**src/tcs_params.svh**
```systemverilog
// Register map, reset values and timing constants of the torque command selector
`ifndef TCS_PARAMS_SVH
`define TCS_PARAMS_SVH

`define TCS_IDX_PRESET_ONE   10'h140
`define TCS_IDX_PRESET_TWO   10'h141
`define TCS_IDX_PRESET_THREE 10'h142
`define TCS_IDX_CONTROL      10'h143
`define TCS_IDX_STATUS       10'h144
`define TCS_IDX_FULL_SCALE   10'h152

`define TCS_FULL_SCALE_RST   16'h0064
`define TCS_FULL_SCALE_MAX   16'h03E8
`define TCS_PRESET_RST       16'h0000
`define TCS_CONTROL_RST      3'h0
`define TCS_CTRL_ZERO_BIT    0
`define TCS_CTRL_LOOP_LSB    1
`define TCS_CTRL_LOOP_MSB    2

`define TCS_ANALOG_SPAN_MV   16'sh2710
`define TCS_PRESET_LIMIT     16'sh125C
`define TCS_SCALE_DIV        33'sh0000003E8

`define TCS_CLK_NS           5
`define TCS_LPF_TICK_NS      1000
`define TCS_LPF_TICK_CYC     (`TCS_LPF_TICK_NS / `TCS_CLK_NS)
`define TCS_LPF_SHIFT        4

`endif

```
**src/tcs_pkg.sv**
```systemverilog
// Types shared by the torque command selector modules
package tcs_pkg;
    typedef logic signed [15:0] tcs_pct_t;
    typedef enum logic [1:0] {
        TCS_LOOP_TORQUE   = 2'h0,
        TCS_LOOP_SPEED    = 2'h1,
        TCS_LOOP_POSITION = 2'h2
    } tcs_loop_t;
endpackage : tcs_pkg

```
**src/tcs_lpf_if.sv**
```systemverilog
// Link between the selector and its analog low-pass filter
`timescale 1ns/1ps
`default_nettype none
interface tcs_lpf_if;
    tcs_pkg::tcs_pct_t sample;
    tcs_pkg::tcs_pct_t filtered;
    logic              tick;
    modport drv  (output sample, output tick, input filtered);
    modport filt (input sample, input tick, output filtered);
endinterface : tcs_lpf_if
`default_nettype wire

```
**src/tcs_top.sv**
```systemverilog
// Torque command selector: source choice, analog scaling and filtering, APB registers
//
// Chosen here: the APB interface to the registers.
`timescale 1ns/1ps
`default_nettype none
`include "tcs_params.svh"
module tcs_top (
    input  wire logic        clock,
    input  wire logic        reset,
    input  wire logic        psel,
    input  wire logic        penable,
    input  wire logic        pwrite,
    input  wire logic [11:0] paddr,
    input  wire logic [31:0] pwdata,
    output wire logic [31:0] prdata,
    output wire logic        pready,
    output wire logic        pslverr,
    input  wire logic        torqueSelectBit0,
    input  wire logic        torqueSelectBit1,
    input  wire logic [15:0] analogTorqueMv,
    output wire logic [15:0] torqueCommand,
    output wire logic [15:0] torqueLimit,
    output wire logic        torqueLimitActive
);
    // APB slave state
    logic [31:0] prdata_q;
    logic [31:0] prdata_d;
    logic        pready_q;
    logic        pready_d;
    logic        pslverr_q;
    logic        pslverr_d;
    logic [9:0]  regIdx;
    logic        addrHit;
    logic        accessCycle;
    logic        writeCommit;

    // Configuration registers
    logic [15:0] fullScale_q;
    logic [15:0] fullScale_d;
    logic [2:0]  control_q;
    logic [2:0]  control_d;
    tcs_pkg::tcs_pct_t presetVal [3];

    // Datapath
    logic [1:0]         selCode;
    logic               zeroMode;
    logic               torqueLoop;
    logic signed [15:0] analogClamped;
    logic signed [32:0] scaledProd;
    logic signed [32:0] scaledQuot;
    logic signed [15:0] scaled_q;
    logic signed [15:0] scaled_d;
    logic signed [15:0] selected;
    logic [7:0]         tickCnt_q;
    logic [7:0]         tickCnt_d;
    logic               tick_q;
    logic               tick_d;
    logic signed [15:0] cmd_q;
    logic signed [15:0] cmd_d;
    logic signed [15:0] limit_q;
    logic signed [15:0] limit_d;
    logic               limitActive_q;
    logic               limitActive_d;

    tcs_lpf_if lpfLink ();

    function automatic logic signed [15:0] clampPct(input logic signed [15:0] v);
        if (v > `TCS_PRESET_LIMIT) begin
            return `TCS_PRESET_LIMIT;
        end else if (v < -`TCS_PRESET_LIMIT) begin
            return -`TCS_PRESET_LIMIT;
        end
        return v;
    endfunction : clampPct

    // Bus decode; one wait state, answer registered
    assign regIdx      = paddr[11:2];
    assign accessCycle = psel & penable & ~pready_q;
    assign writeCommit = psel & penable & pready_q & pwrite & ~pslverr_q;

    always_comb begin
        addrHit = (paddr[1:0] == 2'h0) &&
                  (regIdx == `TCS_IDX_PRESET_ONE || regIdx == `TCS_IDX_PRESET_TWO ||
                   regIdx == `TCS_IDX_PRESET_THREE || regIdx == `TCS_IDX_CONTROL ||
                   regIdx == `TCS_IDX_STATUS || regIdx == `TCS_IDX_FULL_SCALE);
        pready_d  = accessCycle;
        pslverr_d = accessCycle & ~addrHit;
        prdata_d  = 32'h0000_0000;
        if (accessCycle && addrHit && !pwrite) begin
            unique case (regIdx)
                `TCS_IDX_PRESET_ONE:   prdata_d = {{16{presetVal[0][15]}}, presetVal[0]};
                `TCS_IDX_PRESET_TWO:   prdata_d = {{16{presetVal[1][15]}}, presetVal[1]};
                `TCS_IDX_PRESET_THREE: prdata_d = {{16{presetVal[2][15]}}, presetVal[2]};
                `TCS_IDX_CONTROL:      prdata_d = {29'h0000_0000, control_q};
                `TCS_IDX_STATUS:       prdata_d = {limit_q, cmd_q};
                default:               prdata_d = {16'h0000, fullScale_q};
            endcase
        end
    end

    always_ff @(posedge clock or posedge reset) begin
        if (reset) begin
            prdata_q  <= 32'h0000_0000;
            pready_q  <= 1'b0;
            pslverr_q <= 1'b0;
        end else begin
            prdata_q  <= prdata_d;
            pready_q  <= pready_d;
            pslverr_q <= pslverr_d;
        end
    end

    // Full-scale setting is clipped to its legal span on write
    always_comb begin
        fullScale_d = fullScale_q;
        control_d   = control_q;
        if (writeCommit && regIdx == `TCS_IDX_FULL_SCALE) begin
            fullScale_d = (pwdata[15:0] > `TCS_FULL_SCALE_MAX) ? `TCS_FULL_SCALE_MAX : pwdata[15:0];
        end
        if (writeCommit && regIdx == `TCS_IDX_CONTROL) begin
            control_d = pwdata[2:0];
        end
    end

    always_ff @(posedge clock or posedge reset) begin
        if (reset) begin
            fullScale_q <= `TCS_FULL_SCALE_RST;
            control_q   <= `TCS_CONTROL_RST;
        end else begin
            fullScale_q <= fullScale_d;
            control_q   <= control_d;
        end
    end

    // Preset torque registers, held within the preset span
    for (genvar g = 0; g < 3; g++) begin : gPreset
        logic signed [15:0] val_q;
        logic signed [15:0] val_d;
        always_comb begin
            val_d = val_q;
            if (writeCommit && regIdx == `TCS_IDX_PRESET_ONE + 10'(g)) begin
                val_d = clampPct(pwdata[15:0]);
            end
        end
        always_ff @(posedge clock or posedge reset) begin
            if (reset) begin
                val_q <= `TCS_PRESET_RST;
            end else begin
                val_q <= val_d;
            end
        end
        assign presetVal[g] = val_q;
    end

    // Analog path: saturate, scale by full-scale over 1000 (mV in, 0.1 % out)
    assign selCode    = {torqueSelectBit1, torqueSelectBit0};
    assign zeroMode   = control_q[`TCS_CTRL_ZERO_BIT];
    assign torqueLoop = (control_q[`TCS_CTRL_LOOP_MSB:`TCS_CTRL_LOOP_LSB] == tcs_pkg::TCS_LOOP_TORQUE);

    always_comb begin
        analogClamped = $signed(analogTorqueMv);
        if ($signed(analogTorqueMv) > `TCS_ANALOG_SPAN_MV) begin
            analogClamped = `TCS_ANALOG_SPAN_MV;
        end else if ($signed(analogTorqueMv) < -`TCS_ANALOG_SPAN_MV) begin
            analogClamped = -`TCS_ANALOG_SPAN_MV;
        end
        scaledProd = 33'(analogClamped) * $signed({17'h00000, fullScale_q});
        scaledQuot = scaledProd / `TCS_SCALE_DIV;
        scaled_d   = scaledQuot[15:0];
        tick_d     = (tickCnt_q == 8'(`TCS_LPF_TICK_CYC - 1));
        tickCnt_d  = tick_d ? 8'h00 : tickCnt_q + 8'h01;
    end

    always_ff @(posedge clock or posedge reset) begin
        if (reset) begin
            scaled_q  <= 16'sh0000;
            tickCnt_q <= 8'h00;
            tick_q    <= 1'b0;
        end else begin
            scaled_q  <= scaled_d;
            tickCnt_q <= tickCnt_d;
            tick_q    <= tick_d;
        end
    end

    assign lpfLink.sample = scaled_q;
    assign lpfLink.tick   = tick_q;

    tcs_lpf uLpf (
        .clock (clock),
        .reset (reset),
        .lpf   (lpfLink.filt)
    );

    // Source choice; presets take effect the cycle after the select bits change
    always_comb begin
        unique case (selCode)
            2'h1:    selected = presetVal[0];
            2'h2:    selected = presetVal[1];
            2'h3:    selected = presetVal[2];
            default: selected = zeroMode ? 16'sh0000 : lpfLink.filtered;
        endcase
        cmd_d         = torqueLoop ? selected : 16'sh0000;
        limit_d       = torqueLoop ? 16'sh0000 : selected;
        limitActive_d = ~torqueLoop;
    end

    always_ff @(posedge clock or posedge reset) begin
        if (reset) begin
            cmd_q         <= 16'sh0000;
            limit_q       <= 16'sh0000;
            limitActive_q <= 1'b0;
        end else begin
            cmd_q         <= cmd_d;
            limit_q       <= limit_d;
            limitActive_q <= limitActive_d;
        end
    end

    assign prdata            = prdata_q;
    assign pready            = pready_q;
    assign pslverr           = pslverr_q;
    assign torqueCommand     = cmd_q;
    assign torqueLimit       = limit_q;
    assign torqueLimitActive = limitActive_q;

    // Checks
    logic fsWritten_q;
    always_ff @(posedge clock or posedge reset) begin
        if (reset) begin
            fsWritten_q <= 1'b0;
        end else if (writeCommit && regIdx == `TCS_IDX_FULL_SCALE) begin
            fsWritten_q <= 1'b1;
        end
    end
endmodule : tcs_top
`default_nettype wire

```
**src/tcs_lpf.sv**
```systemverilog
// First-order low-pass filter on the scaled analog torque path
`timescale 1ns/1ps
`default_nettype none
`include "tcs_params.svh"
module tcs_lpf (
    input wire logic clock,
    input wire logic reset,
    tcs_lpf_if.filt  lpf
);
    logic signed [15:0] out_q;
    logic signed [15:0] out_d;
    logic signed [16:0] diff;
    logic signed [16:0] step;
    logic signed [16:0] sum;

    // Moves a fraction of the error each tick; result always lies between old output and input
    always_comb begin
        diff  = {lpf.sample[15], lpf.sample} - {out_q[15], out_q};
        step  = diff >>> `TCS_LPF_SHIFT;
        sum   = {out_q[15], out_q} + step;
        out_d = out_q;
        if (lpf.tick) begin
            out_d = sum[15:0];
        end
    end

    always_ff @(posedge clock or posedge reset) begin
        if (reset) begin
            out_q <= 16'sh0000;
        end else begin
            out_q <= out_d;
        end
    end

    assign lpf.filtered = out_q;
endmodule : tcs_lpf
`default_nettype wire

```
**config.mk**
```make
export PLATFORM = sky130hd
export DESIGN_NAME = tcs_top
export DESIGN_NICKNAME = d
export VERILOG_FILES = /design/src/tcs_pkg.sv /design/src/tcs_lpf_if.sv /design/src/tcs_top.sv /design/src/tcs_lpf.sv
export VERILOG_INCLUDE_DIRS = /design/src
export SDC_FILE = /design/constraint.sdc
export NUM_CORES = 1
export LEC_CHECK = 0
export BUFFER_PORTS_ARGS = -buffer_cell sky130_fd_sc_hd__buf_2
export CAP_MARGIN = 5
export CORE_MARGIN = 3
export CORE_UTILIZATION = 33
export CTS_CLUSTER_SIZE = 12
export DETAILED_ROUTE_END_ITERATION = 12
export PLACE_DENSITY_LB_ADDON = 0.15
export SLEW_MARGIN = 20
export SYNTH_ARGS = -nofsm -noshare
export SYNTH_HDL_FRONTEND = slang
export SYNTH_HIERARCHICAL = 1
export SYNTH_SLANG_ARGS = --single-unit
```
**constraint.sdc**
```tcl
create_clock -name clock -period 22.3 [get_ports clock]
set_clock_uncertainty 0.15 [all_clocks]
set_input_delay 1.115 -clock clock [delete_from_list [all_inputs] [get_ports clock]]
set_output_delay 1.115 -clock clock [all_outputs]
set_load 0.02 [all_outputs]
```
==> results by group <==
Clocking
  – CTS root buf: clkbuf_16
  – Clk sink count: 175
  – CTS tree: done
  – Num CTS Buffers: 17
  – Clk slew on worst S/H paths: 0.08 ns
  – Hold_buf cts: 0
  – Htree depth: 4
  – Clk Latency, worst-skew pair: 0.43 ns
  – Maximum clock path buffer count: 2

Routing
  – WL/cell: 17.3 um
  – WL met1: 43.2 mm
  – Final ANT Viol Nets: 0
  – Drt drc: 0
  – Max layer used: met4
  – Routed Wire Length: 89.5 mm
  – DR vias: 26790
  – Via density: 5.17
  – Met2 WL: 42.6 mm
  – 1st-iter DRT viols: 1657
  – Met3 WL: 2.58 mm
  – DR pass1 iterations: 5

Worst setup path
  – Reg2Reg Setup Slack: 0.17 ns
  – CP startpoint kind: primary input
  – Crit path DAT: 23.75 ns
  – Worst reg2reg startpoint: fullScale_q[9]
  – Largest stage delay, worst path: 0.58 ns
  – Req. time, crit path: 22.50 ns
  – R2R cell count: 90
  – Crit path max fanout: 9
  – Crit path top cell by count: buf_4
  – Crit path to: lpfLink.sample[14]
  – WS Path Type: in2reg
  – Slowest CP cell: fa_2
  – Critical Path Start: analogTorqueMv[12]
  – CP Capture Type: register
  – Worst R2R End: lpfLink.sample[14]

Yosys
  – Gate Count Post-Synth: 3283
  – Syn. warnings: 6
  – Ys async rst share: 1.00
  – Syn_nets: 3703
  – Yosys top cell by area: dfrtp_1
  – Top post-synthesis cells by area: dfrtp_1 (16%), fa_1 (15%), ha_1 (7.5%)
  – Most frequent cell after synthesis: nand2_1
  – Synth Flop Type: dfrtp_1
  – Seq/Total Area, Yosys: 0.166
  – Top-area cell type share of the netlist area: 0.163
  – Flops & latches, synth: 175
  – Mapped Area: 26400 um2
  – EDFF count, synth: 0
  – Post-synth cell types: 129
  – Post-synthesis area per instance: 8.05 um2
  – Post-synth top cells: nand2_1 (392), inv_1 (313), nor2_1 (242), fa_1 (195), a21oi_1 (189)

Floorplan
  – Die height: 289 um
  – Core Box Area: 79100 um2
  – Io pins: 134
  – FP Rows: 103
  – Initial Utilization: 0.334
  – Die Area: 83500 um2
  – Die Wd: 289 um

STA
  – Worst Tran Pin Value: 0.951 ns
  – Worst Slack Setup Final: -1.24 ns
  – Fmax: 42.5 MHz
  – Fin. Hold Viols: 0
  – Slew margin rel.: 0.365
  – Final Setup Violations: 16
  – Max-slew violation count: 0
  – Min Tclk post-route: 23.54 ns
  – RSZ-0062 raised after global routing: true
  – Final cycle utilization of the critical path: 1.06
  – Minimum hold slack: 0.313 ns

Cells and area
  – Nets: 4537
  – N_diodes: 0
  – Area Overhead vs Synth: 42.4%
  – Ratio of cells with drive above 1 in the final layout: 0.362

Hold path
  – Worst Hold Class: reg2reg

Global routing
  – Initial antenna violation count: 0
  – GRT overflow: 0
  – Largest net degree at the start of global routing: 87
  – GR Util All Layers: 0.212
  – First-pass GRT wire length: 145 mm
  – Vias in the first global route: 26762

Place
  – Post-DP HPWL: 71.0 mm
  – Port bufs: 117
  – GPL Wtd Cong: 0.862

Job
  – Max Cap Viol: 0

Status
  – Failing checks: negative setup slack
  – Outcome: finished with violations
==> worst min path at each step <==
stage	startpoint	to	slack, ns	cells past startpoint
6_report	tickCnt_q[0]	tickCnt_q[0]	0.31	1
2_1_floorplan	tickCnt_q[0]	tickCnt_q[0]	0.28	1
5_1_grt	tickCnt_q[0]	tickCnt_q[0]	0.34	1
3_3_place_gp	tickCnt_q[0]	tickCnt_q[0]	0.30	1
4_1_cts	tickCnt_q[0]	tickCnt_q[0]	0.32	1
3_5_place_dp	tickCnt_q[0]	tickCnt_q[0]	0.31	1
==> worst max-delay path, delay by kind of cell <==
kind                       cells  cell delay (ns)
and+or+nand+nor               27             6.33
AOI/OAI and AO/OA             38             8.89
xor gates and xnor gates       2             0.29
muxes                          4             1.23
adders and majority gates      8             3.46
buffers and inverters         17             2.41
==> registers in the layout (all words and copies together) (netlist names) <==
name               count
gPreset.val_q         48
prdata                32
fullScale_q           16
lpfLink.sample        16
torqueCommand         16
torqueLimit           16
uLpf/lpf.filtered     16
tickCnt_q              8
control_q              3
lpfLink.tick           1
pready                 1
pslverr                1
torqueLimitActive      1
==> placed cells by master, fill, tap and decap left out, types with 55 or more instances in the layout <==
cell     Yosys  layout
xnor2_1    104      83
dfrtp_1    172     172
a21oi_1    189     156
buf_4        3     791
nand3_1     75      70
nor2_1     242     220
fa_1       195     185
o21ai_0    153     139
ha_1       158     142
nand2_1    392     359
buf_6        3      55
buf_2       31     111
inv_1      313     299
and2_1     110     100
==> logic make-up (layout without fill, tap and decap cells) <==
kind of cell	after synthesis	after routing	share of synthesized area
AO/OA/AOI/OAI	865	867	0.235
adder cells (fa/ha/maj)	359	359	0.225
XOR/XNOR	158	158	0.0535
AND/OR/NAND/NOR	1177	1178	0.221
flip-flops	175	175	0.166
buffers and inverters	472	1316	0.0698
multiplexers	77	77	0.0305
==> per-layer routing <==
metal | vias to the layer above | track usage
met1 | 13096 | 0.306
met5 | - | 0
met2 | 421 | 0.359
li1 | 13224 | -
met4 | 0 | 0.0271
met3 | 49 | 0.0116
==> area by class of cell <==
class / count / area, um2
Clock buffer: 18 / 439
Clock inverter: 14 / 121
Fill cell: 7831 / 41500
Inverter: 315 / 1190
Multi-Input combinational cell: 2639 / 22800
Sequential cell: 175 / 4380
Tap cell: 1050 / 1310
Timing Repair Buffer: 969 / 7340
==> through the flow <==
step	TNS, ns	instance area [um2]	cells	setup slack (ns)	utilization
2_1_floorplan	-12.65	27300	3283	-1.06	-
3_5_place_dp	-31.33	33900	5023	-2.52	0.429
5_1_grt	-31.42	37600	5180	-2.16	0.475
4_1_cts	-10.26	36700	5145	-0.832	0.463
6_report	-16.87	37600	5180	-1.24	0.475
3_3_place_gp	-30.98	33900	5023	-2.54	0.429
==> what timing repair did <==
action / in CTS / in global routing
endpoints found under the setup margin: 16 / 16
setup buffers: 86 / 38
gates resized for setup: 279 / 147
cloned: 4 / 0
pin swaps: 128 / 86
Power is left out: the tool's default activity adds up to more than one toggle a clock period on the data nets, which glitch-free logic cannot reach.
